[config.mk]
export PLATFORM = sky130hd
export DESIGN_NAME = dpr_regmap
export DESIGN_NICKNAME = d
export VERILOG_FILES = /design/src/core/dpr_pkg.sv /design/src/core/dpr_regmap.sv
export VERILOG_INCLUDE_DIRS = /design/src /design/src/core
export SDC_FILE = /design/constraint.sdc
export NUM_CORES = 1
export LEC_CHECK = 0
export BUFFER_PORTS_ARGS = -buffer_cell sky130_fd_sc_hd__buf_2
export CAP_MARGIN = 30
export CORE_MARGIN = 2
export CORE_UTILIZATION = 49
export CTS_CLUSTER_DIAMETER = 80
export CTS_CLUSTER_SIZE = 30
export DETAILED_ROUTE_END_ITERATION = 8
export GPL_TIMING_DRIVEN = 0
export PLACE_DENSITY = 0.88
export SLEW_MARGIN = 5
export SYNTH_ARGS = -nofsm -noshare
export SYNTH_HDL_FRONTEND = slang
export SYNTH_SLANG_ARGS = --single-unit
[constraint.sdc]
create_clock -name clk_i -period 2.36 [get_ports clk_i]
set_input_delay 0.472 -clock clk_i [delete_from_list [all_inputs] [get_ports clk_i]]
set_output_delay 0.472 -clock clk_i [all_outputs]
set_load 0.005 [all_outputs]
[src/core/dpr_consts.svh]
// constants for the digital potentiometer register map
`ifndef DPR_CONSTS_SVH
`define DPR_CONSTS_SVH
`define DPR_ADDR_WIPER 4'h0
`define DPR_ADDR_TERMINAL_CONNECT_CONTROL 4'h4
`define DPR_TERMINAL_CONNECT_CONTROL_RESET 8'hFF
`define DPR_TERMINAL_CONNECT_CONTROL_RESET_LO 4'hF
`define DPR_TERMINAL_CONNECT_CONTROL_RSVD 4'hF
`define DPR_BIT_SOFT_HW_SHUTDOWN_N 3
`define DPR_BIT_TERM_A 2
`define DPR_BIT_TERM_W 1
`define DPR_BIT_TERM_B 0
`define DPR_MID_8 8'h7F
`define DPR_MID_7 8'h3F
`define DPR_FULL_8 8'hFF
`define DPR_FULL_7 8'h7F
`endif

[src/core/dpr_pkg.sv]
// types for the digital potentiometer register map
package dpr_pkg;
	typedef enum logic [1:0] {
		DPR_CMD_WRITE = 2'h0,
		DPR_CMD_INCR = 2'h1,
		DPR_CMD_DECR = 2'h2,
		DPR_CMD_READ = 2'h3
	} dpr_cmd_t;
	typedef struct packed {
		logic term_a;
		logic term_w;
		logic term_b;
	} dpr_switch_t;
endpackage : dpr_pkg

[src/core/dpr_regmap.sv]
// register map, error flag and terminal switch control of the digital potentiometer
`timescale 1ns/1ps
`default_nettype none
`include "dpr_consts.svh"
module dpr_regmap #(
	parameter bit SEVEN_BIT = 1'b0
) (
	input wire logic clk_i,
	input wire logic nrst_i,
	input wire logic en_i,
	input wire logic cs_n_i,
	input wire logic cmd_valid_i,
	input wire dpr_pkg::dpr_cmd_t cmd_i,
	input wire logic [3:0] addr_i,
	input wire logic [7:0] wdata_i,
	input wire logic hw_shutdown_n_i,
	output logic [7:0] rdata_o,
	output logic rvalid_o,
	output logic command_error_o,
	output logic [7:0] wiper_code_o,
	output dpr_pkg::dpr_switch_t switch_o
);
	// ****************************************
	// decode
	// ****************************************
	localparam logic [7:0] FULL = SEVEN_BIT ? `DPR_FULL_7 : `DPR_FULL_8;
	localparam logic [7:0] MID = SEVEN_BIT ? `DPR_MID_7 : `DPR_MID_8;
	logic [7:0] wiper_q, wiper_d;
	logic [3:0] terminal_connect_control_q;
	logic [3:0] terminal_connect_control_live_q;
	logic err_q, cs_q, rearm_q;
	logic [7:0] rdata_q;
	logic rvalid_q;
	dpr_pkg::dpr_switch_t sw_q, sw_d;
	wire hit_wiper = addr_i == `DPR_ADDR_WIPER;
	wire hit_terminal_connect_control = addr_i == `DPR_ADDR_TERMINAL_CONNECT_CONTROL;
	wire is_rw = cmd_i == dpr_pkg::DPR_CMD_READ || cmd_i == dpr_pkg::DPR_CMD_WRITE;
	// commands are ignored while in error and outside a frame
	wire live = cmd_valid_i && !cs_n_i && !err_q && en_i;
	wire allowed = hit_wiper || (hit_terminal_connect_control && is_rw);
	wire take = live && allowed;
	wire bad = live && !allowed;
	wire wr_terminal_connect_control = take && hit_terminal_connect_control && cmd_i == dpr_pkg::DPR_CMD_WRITE;
	wire cs_fall = cs_q && !cs_n_i;
	wire [7:0] terminal_connect_control_full = {`DPR_TERMINAL_CONNECT_CONTROL_RSVD, terminal_connect_control_q};
	wire forced = !hw_shutdown_n_i || !terminal_connect_control_live_q[`DPR_BIT_SOFT_HW_SHUTDOWN_N];
	// a read hands back the wiper or the padded terminal control word
	wire rd_take = take && cmd_i == dpr_pkg::DPR_CMD_READ;
	wire [7:0] rd_word = hit_wiper ? wiper_q : terminal_connect_control_full;
	// the stored bits reach the switches only between frames
	wire terminal_connect_control_apply = cs_n_i;
	always_comb
	begin
		wiper_d = wiper_q;
		if (take && hit_wiper)
		begin
			unique case (cmd_i)
				dpr_pkg::DPR_CMD_WRITE: wiper_d = wdata_i & FULL;
				dpr_pkg::DPR_CMD_INCR: wiper_d = (wiper_q == FULL) ? wiper_q : 8'(wiper_q + 8'h01);
				dpr_pkg::DPR_CMD_DECR: wiper_d = (wiper_q == 8'h00) ? wiper_q : 8'(wiper_q - 8'h01);
				dpr_pkg::DPR_CMD_READ: wiper_d = wiper_q;
			endcase
		end
	end
	always_comb
	begin
		sw_d.term_a = terminal_connect_control_live_q[`DPR_BIT_TERM_A];
		sw_d.term_w = terminal_connect_control_live_q[`DPR_BIT_TERM_W];
		sw_d.term_b = terminal_connect_control_live_q[`DPR_BIT_TERM_B];
		if (forced)
		begin
			// shutdown: A open, W tied to B
			sw_d.term_a = 1'b0;
			sw_d.term_w = 1'b1;
			sw_d.term_b = 1'b1;
		end
	end
	// ****************************************
	// registers
	// ****************************************
	// chip select history for the error clear edge
	always_ff @(posedge clk_i or negedge nrst_i)
	begin
		if (!nrst_i)
			cs_q <= 1'b1;
		else if (en_i)
			cs_q <= cs_n_i;
	end

	// the wiper powers up at mid-scale of the chosen resolution
	always_ff @(posedge clk_i or negedge nrst_i)
	begin
		if (!nrst_i)
			wiper_q <= MID;
		else if (en_i)
			wiper_q <= wiper_d;
	end

	always_ff @(posedge clk_i or negedge nrst_i)
	begin
		if (!nrst_i)
			terminal_connect_control_q <= `DPR_TERMINAL_CONNECT_CONTROL_RESET_LO;
		else if (en_i && wr_terminal_connect_control)
			terminal_connect_control_q <= wdata_i[3:0];
	end

	// shadow copy so a half-written frame never moves the switches
	always_ff @(posedge clk_i or negedge nrst_i)
	begin
		if (!nrst_i)
			terminal_connect_control_live_q <= `DPR_TERMINAL_CONNECT_CONTROL_RESET_LO;
		else if (en_i && terminal_connect_control_apply)
			terminal_connect_control_live_q <= terminal_connect_control_q;
	end

	always_ff @(posedge clk_i or negedge nrst_i)
	begin
		if (!nrst_i)
			sw_q <= 3'h7;
		else if (en_i)
			sw_q <= sw_d;
	end

	always_ff @(posedge clk_i or negedge nrst_i)
	begin
		if (!nrst_i)
			err_q <= 1'b0;
		else if (en_i)
		begin
			// error set wins over the clearing chip select edge
			if (bad)
				err_q <= 1'b1;
			else if (cs_fall && rearm_q)
				err_q <= 1'b0;
		end
	end

	// a high chip select only counts once the error is already up
	always_ff @(posedge clk_i or negedge nrst_i)
	begin
		if (!nrst_i)
			rearm_q <= 1'b0;
		else if (en_i)
		begin
			if (bad)
				rearm_q <= 1'b0;
			else if (err_q && cs_n_i)
				rearm_q <= 1'b1;
		end
	end

	always_ff @(posedge clk_i or negedge nrst_i)
	begin
		if (!nrst_i)
		begin
			rvalid_q <= 1'b0;
			rdata_q <= 8'h00;
		end
		else if (en_i)
		begin
			rvalid_q <= rd_take;
			if (rd_take)
				rdata_q <= rd_word;
		end
	end
	assign rdata_o = rdata_q;
	assign rvalid_o = rvalid_q;
	assign command_error_o = err_q;
	assign wiper_code_o = wiper_q;
	assign switch_o = sw_q;
	// ****************************************
	// checks
	// ****************************************
	a_reserved_err: assert property (@(posedge clk_i) disable iff (!nrst_i)
		(en_i && bad) |=> command_error_o && $stable(wiper_q) && $stable(terminal_connect_control_q))
		else $error("reserved access did not raise error");
	a_err_sticky: assert property (@(posedge clk_i) disable iff (!nrst_i)
		(err_q && !(en_i && cs_fall && rearm_q)) |=> err_q)
		else $error("error cleared without chip select cycle");
	a_wiper_ok: assert property (@(posedge clk_i) disable iff (!nrst_i)
		(live && hit_wiper) |=> !err_q)
		else $error("wiper command raised error");
	a_terminal_connect_control_incr_err: assert property (@(posedge clk_i) disable iff (!nrst_i)
		(live && hit_terminal_connect_control && !is_rw) |=> err_q)
		else $error("terminal control step not refused");
	a_terminal_connect_control_late: assert property (@(posedge clk_i) disable iff (!nrst_i)
		(en_i && !cs_n_i) |=> $stable(terminal_connect_control_live_q))
		else $error("terminal control applied mid command");
	a_rsvd_ones: assert property (@(posedge clk_i) disable iff (!nrst_i)
		rvalid_q && $past(hit_terminal_connect_control) |-> rdata_q[7:4] == 4'hF)
		else $error("reserved bits not one");
	a_hw_shutdown_n_cfg: assert property (@(posedge clk_i) disable iff (!nrst_i)
		(en_i && !hw_shutdown_n_i) |=> sw_q == 3'b011)
		else $error("shutdown configuration wrong");
	a_no_wrap: assert property (@(posedge clk_i) disable iff (!nrst_i)
		(take && hit_wiper && cmd_i == dpr_pkg::DPR_CMD_INCR && wiper_q == FULL)
		|=> wiper_q == FULL)
		else $error("wiper wrapped");
	a_terminal_connect_control_keep_wiper: assert property (@(posedge clk_i) disable iff (!nrst_i)
		wr_terminal_connect_control |=> $stable(wiper_q))
		else $error("terminal write changed wiper");
	c_error_clear: cover property (@(posedge clk_i) disable iff (!nrst_i)
		err_q ##[1:40] !err_q);
	c_terminal_connect_control_write: cover property (@(posedge clk_i) disable iff (!nrst_i) wr_terminal_connect_control);
	c_soft_hw_shutdown_n: cover property (@(posedge clk_i) disable iff (!nrst_i)
		!terminal_connect_control_live_q[`DPR_BIT_SOFT_HW_SHUTDOWN_N]);
	c_hw_hw_shutdown_n: cover property (@(posedge clk_i) disable iff (!nrst_i)
		!hw_shutdown_n_i && take && hit_wiper);
	c_read_terminal_connect_control: cover property (@(posedge clk_i) disable iff (!nrst_i)
		rvalid_q && rdata_q[7:4] == 4'hF);

	// ****************************************
	// checks on the switch network
	// ****************************************
	// each connect bit drives its own switch whenever nothing forces shutdown
	a_term_a_bit: assert property (@(posedge clk_i) disable iff (!nrst_i)
		(en_i && !forced) |=> sw_q.term_a == $past(terminal_connect_control_live_q[`DPR_BIT_TERM_A]))
		else $error("terminal A switch does not follow its bit");

	a_term_w_bit: assert property (@(posedge clk_i) disable iff (!nrst_i)
		(en_i && !forced) |=> sw_q.term_w == $past(terminal_connect_control_live_q[`DPR_BIT_TERM_W]))
		else $error("wiper switch does not follow its bit");

	a_term_b_bit: assert property (@(posedge clk_i) disable iff (!nrst_i)
		(en_i && !forced) |=> sw_q.term_b == $past(terminal_connect_control_live_q[`DPR_BIT_TERM_B]))
		else $error("terminal B switch does not follow its bit");

	a_soft_hw_shutdown_n: assert property (@(posedge clk_i) disable iff (!nrst_i)
		(en_i && !terminal_connect_control_live_q[`DPR_BIT_SOFT_HW_SHUTDOWN_N]) |=> sw_q == 3'b011)
		else $error("soft shutdown configuration wrong");

	// the stored connect bits must survive either kind of shutdown
	a_hw_shutdown_n_keeps_bits: assert property (@(posedge clk_i) disable iff (!nrst_i)
		(en_i && forced && !wr_terminal_connect_control) |=> $stable(terminal_connect_control_q))
		else $error("shutdown changed stored connect bits");

	a_pin_keeps_bits: assert property (@(posedge clk_i) disable iff (!nrst_i)
		(en_i && !hw_shutdown_n_i && !wr_terminal_connect_control) |=> $stable(terminal_connect_control_q))
		else $error("shutdown pin changed stored bits");

	a_stored_apply: assert property (@(posedge clk_i) disable iff (!nrst_i)
		(en_i && cs_n_i) |=> terminal_connect_control_live_q == $past(terminal_connect_control_q))
		else $error("terminal control not applied after the command");

	// ****************************************
	// checks on the wiper
	// ****************************************
	a_no_underflow: assert property (@(posedge clk_i) disable iff (!nrst_i)
		(take && hit_wiper && cmd_i == dpr_pkg::DPR_CMD_DECR && wiper_q == 8'h00) |=> wiper_q == 8'h00)
		else $error("wiper wrapped below zero");

	a_incr_step: assert property (@(posedge clk_i) disable iff (!nrst_i)
		(take && hit_wiper && cmd_i == dpr_pkg::DPR_CMD_INCR && wiper_q != FULL)
		|=> wiper_q == 8'($past(wiper_q) + 8'h01))
		else $error("increment did not step the wiper");

	a_decr_step: assert property (@(posedge clk_i) disable iff (!nrst_i)
		(take && hit_wiper && cmd_i == dpr_pkg::DPR_CMD_DECR && wiper_q != 8'h00)
		|=> wiper_q == 8'($past(wiper_q) - 8'h01))
		else $error("decrement did not step the wiper");

	// the mask keeps the 7-bit variant from holding codes above its top tap
	a_wiper_cap: assert property (@(posedge clk_i) disable iff (!nrst_i)
		wiper_q <= FULL)
		else $error("wiper code beyond full scale");

	a_hw_shutdown_n_serial: assert property (@(posedge clk_i) disable iff (!nrst_i)
		(take && hit_wiper && cmd_i == dpr_pkg::DPR_CMD_WRITE && !hw_shutdown_n_i)
		|=> wiper_q == ($past(wdata_i) & FULL))
		else $error("write lost during shutdown");

	a_read_data: assert property (@(posedge clk_i) disable iff (!nrst_i)
		(rvalid_q && $past(hit_wiper)) |-> rdata_q == $past(wiper_q))
		else $error("wiper read returned wrong data");

	// ****************************************
	// checks on the error flag
	// ****************************************
	a_terminal_connect_control_rw_ok: assert property (@(posedge clk_i) disable iff (!nrst_i)
		(live && hit_terminal_connect_control && is_rw) |=> !err_q)
		else $error("terminal control access raised error");

	a_reserved_any: assert property (@(posedge clk_i) disable iff (!nrst_i)
		(live && !hit_wiper && !hit_terminal_connect_control) |=> err_q)
		else $error("reserved access not refused");

	// while the error stands nothing may reach the registers
	a_err_blocks: assert property (@(posedge clk_i) disable iff (!nrst_i)
		err_q |-> !take)
		else $error("command taken while in error");

	// a low enable must freeze every piece of state
	a_freeze_state: assert property (@(posedge clk_i) disable iff (!nrst_i)
		!en_i |=> $stable(wiper_q) && $stable(err_q) && $stable(terminal_connect_control_q)
		&& $stable(terminal_connect_control_live_q) && $stable(sw_q))
		else $error("state moved while enable low");
endmodule : dpr_regmap
`default_nettype wire

==> out/qor_table.md <==
| Result | This run | Unit |
|:---|:---|:---|
| Outcome | complete, no violations | - |
| Net total in the final layout | 285 | - |
| Synth cell types | 47 | - |
| Ports | 41 | - |
| RSZ-0062 raised after global routing | yes | - |
| Wirelength per Cell | 14.9 | um |
| Seq pwr share | 0.447 | - |
| Met1 usage in global routing | 0.298 | - |
| Combined buffer and inverter count along the critical path | 4 | - |
| Congestion Overflow GR | 0 | - |
| Kind of end point of the critical path | flip-flop | - |
| Met2 track demand over resource in global routing | 0.333 | - |
| Synthesized area | 1900 | um^2 |
| Die ar. | 4400 | um^2 |
| Portion of netlist area occupied by mux cells | 0.0736 | - |
| Startpoint type of the worst setup path | input port | - |
| Proportion of synthesized flip-flops having asynchronous set or reset | 1.00 | - |
| Die height | 66.3 | um |
| Final setup violation count | 0 | - |
| Die X-Extent | 66.3 | um |
| Largest net degree at the start of global routing | 32 | - |
| Synthesized area per cell | 9.02 | um^2 |
| Area growth from synthesis to final layout | 22.7 | % |
| H-tree depth | 2 | - |
| TritonCTS Sinks | 31 | - |
| Critical path, cell by cell | buf_2, inv_2, ha_4, buf_8, xor2_2, ha_2, inv_1, o32a_1, a211o_1, a41oi_2, nor2_1, o21ba_1 | - |
| Reported max-cap violation count | 0 | - |
| Required time of the worst setup path | 2.60 | ns |
| Min cycle time layout | 2.31 | ns |
| Crit Path Max Fanout | 10 | - |
| Clock-pin slew of the registers on the worst-case setup and hold paths | 0.07 | ns |
| Leakage component of the power | 1.03 | nW |
| 1st-iter DRT viols | 122 | - |
| Detailed placement HPWL | 3.24 | mm |
| Worst slack, placed | -0.324 | ns |
| Highest clock frequency the design can meet | 0.434 | GHz |
| Power dissipated by switching net loads | 0.381 | mW |
| Overall via count from detail_route | 1,749 | - |
| Clock latency on the worst-skew pair | 0.29 | ns |
| Finished Core Util | 0.633 | - |
| Measured slew at the worst slew-check pin | 0.660 | ns |
| Count of input and output buffers | 40 | - |
| Syn Nets | 237 | - |
| Final-layout worst hold slack | 0.224 | ns |
| Worst-case vdd ir drop | 0.000292 | V |
| Antenna violations before repair | 0 | - |
| Area after detailed placement | 2180 | um^2 |
| Count of non-filler cells in the finished layout | 308 | - |
| Post-layout power | 1.42 | mW |
| Met3 demand-to-capacity share in global routing | 0.0460 | - |
| Area of the placeable core | 3690 | um^2 |
| Sequential-to-total area share from yosys stat | 0.420 | - |
| Final instance area | 2340 | um^2 |
| DRC violations left | 0 | - |
| Final estimated routing congestion in global placement | 0.874 | - |
| Number of endpoints with negative hold slack in the final report | 0 | - |
| Buffer depth of the longest clock path | 2 | - |
| Post-route clock period utilization | 0.977 | - |
| Placed Cells incl. Taps | 299 | - |
| Synth Area in Simple Gates | 0.206 | - |
| Via-to-Cell Ratio | 5.68 | - |
| Cell area power density | 607 | nW/um^2 |
| Synthesized instance count | 211 | - |
| Worst slew slack as a fraction of its limit | 0.560 | - |
| Comb pwr share | 0.171 | - |
| Main combinational cell family by area after synthesis | simple AND/OR/NAND/NOR gates | - |
| CTS tree | yes | - |
| Antenna viol nets, final | 0 | - |
| Cell row count | 22 | - |
| Drt pass-1 iters | 4 | - |
| Type of the worst setup path | input port to flip-flop | - |
| Number of synthesized flops with an enable pin | 0 | - |
| Sw Share | 0.269 | - |
| Hold/Removal Path Class | input port to async pin | - |
| Internal power consumption | 1.04 | mW |
| Fraction of final layout cells sized beyond drive strength 1 | 0.350 | - |
| Routed Wire Length | 4.59 | mm |
| Cell at the root of the clock tree | sky130_fd_sc_hd__clkbuf_8 | - |
| Post-Synth Adder-Cell Area | 0.0394 | - |
| Relative contribution of the clock network to total power | 0.382 | - |
| Number of antenna diodes | 0 | - |
| Largest stage delay on the critical path | 0.36 | ns |
| Max Clock Skew | 0.00782 | ns |
| Vias in the first global route | 1,548 | - |
| Worst-path cell with the longest stage delay | sky130_fd_sc_hd__o32a_1 | - |
| Final-layout setup total negative slack | 0 | ns |
| Xor/xnor cell area share of the yosys netlist | 0.0230 | - |
| Max-slew violation count | 0 | - |
| Inserted Clock Buffers | 5 | - |
| Most common flop cell mapped by yosys | sky130_fd_sc_hd__dfstp_2 | - |
| Initial cell density of the core | 0.516 | - |
| Overall global routing resource usage | 0.220 | - |
| Synthesis-stage register bit count | 31 | - |
| Compound-gate portion of the synthesized area | 0.186 | - |
| Wire length of the first global-routing pass | 7.17 | mm |
| Arrival time worst endpoint | 2.54 | ns |
| Family of cells with the greatest summed delay on the critical path | compound AO/OA/AOI/OAI gates | - |
| Layer carrying the most global-route usage | met2 | - |
| Synth Warn # | 0 | - |
| Final worst setup slack | 0.0540 | ns |
[sequential cells by signal, summed over array words and instances, names as in the netlist]
signal and cells:
terminal_connect_control_live_q 4, cs_q 1, rearm_q 1, rvalid_o 1
wiper_code_o 8, rdata_o 8, terminal_connect_control_q 4, command_error_o 1
switch_o 3
[logic make-up (layout without fill, tap and decap cells)]
kind of cell | after synthesis | after routing
xor+xnor | 5 | 5
compound gates | 54 | 54
mux | 13 | 13
flops | 31 | 31
buf+inv | 23 | 72
fa+ha+maj | 6 | 6
simple gates | 79 | 79
[power by group through the flow]
stage          registers [mW]  clock network, mW  logic, mW
2_1_floorplan           0.626                  0      0.150
3_3_place_gp            0.631                  0      0.233
3_5_place_dp            0.634                  0      0.240
4_1_cts                 0.630              0.550      0.239
5_1_grt                 0.641              0.576      0.273
6_report                0.634              0.541      0.243
[worst paths after layout]
check	startpoint	end	slack, ns	cells after the start
setup reg to reg	wiper_code_o[1]	wiper_code_o[6]	0.14	8
hold reg to reg	rdata_o[6]	rdata_o[6]	0.47	2
setup / recovery	cmd_i[0]	wiper_code_o[6]	0.05	12
max in group asynchronous	nrst_i	rdata_o[0]	1.71	1
min in group clk_i	wdata_i[1]	terminal_connect_control_q[1]	0.44	2
hold / removal	nrst_i	rdata_o[4]	0.22	1
[layer usage]
layer / wire length (um) / vias to the layer above
li1: - / 848
met1: 2090 / 823
met2: 2090 / 67
met3: 298 / 11
met4: 110 / 0
met5: 0 / -
[worst reg2reg max path: stages (launching register included)]
cell                      delay (ns)
sky130_fd_sc_hd__dfstp_2        0.61
sky130_fd_sc_hd__xor2_2         0.16
sky130_fd_sc_hd__ha_2           0.21
sky130_fd_sc_hd__inv_1          0.04
sky130_fd_sc_hd__o32a_1         0.36
sky130_fd_sc_hd__a211o_1        0.32
sky130_fd_sc_hd__a41oi_2        0.21
sky130_fd_sc_hd__nor2_1         0.05
sky130_fd_sc_hd__o21ba_1        0.20
[area by class of cell]
class                   instances  area (um^2)
clock buffers                   6         82.6
fillers                       339         1350
flip-flops and latches         31          800
inverters                       9         33.8
multi-input cells             157         1030
repair buffers                 43          223
clock inverters                 2         35.0
plain buffers                  12         67.6
well taps                      48         60.1
[cells in the mapped netlist (4+ instances only)]
library cell               number  share of area
sky130_fd_sc_hd__mux2i_1        5          0.026
sky130_fd_sc_hd__nand3_1        6          0.016
sky130_fd_sc_hd__mux2_2         8          0.047
sky130_fd_sc_hd__a31oi_1        4          0.013
sky130_fd_sc_hd__inv_1          9          0.018
sky130_fd_sc_hd__xnor2_1        4          0.018
sky130_fd_sc_hd__nor2_1        21          0.041
sky130_fd_sc_hd__dfstp_2       19           0.26
sky130_fd_sc_hd__a21oi_1       12          0.032
sky130_fd_sc_hd__o21ai_0       16          0.042
sky130_fd_sc_hd__ha_1           6          0.039
sky130_fd_sc_hd__nor3_1         5          0.013
sky130_fd_sc_hd__dfrtp_1       12           0.16
sky130_fd_sc_hd__clkbuf_1      11          0.022
sky130_fd_sc_hd__nand2_1       27          0.053
sky130_fd_sc_hd__o22ai_1        5          0.016
[placed cells by master, fill, tap and decap left out, drive strengths merged, types with 2 or more instances in the layout]
cell	count
and3	2
nor2	21
nor3b	3
xnor2	4
o21ai	16
nand3	6
a41oi	2
mux2	8
clkbuf	15
o22ai	5
mux2i	5
dfstp	19
nand4b	3
dfrtp	12
nor3	5
nand2	27
nand2b	3
a31oi	4
ha	6
inv	9
a2bb2oi	2
buf	46
a21oi	14
and3b	2
[what timing repair did]
| action | in CTS | in global routing |
|---|---|---|
| endpoints found under the setup margin | 2 | 2 |
| hold buffers | 0 | 0 |
| resized for setup | 2 | 3 |
| buffers inserted | 0 | 3 |
| endpoints found under the hold margin | 0 | 0 |
| pin swaps | 0 | 1 |
Note: power is estimated with default switching activity, not from simulation.
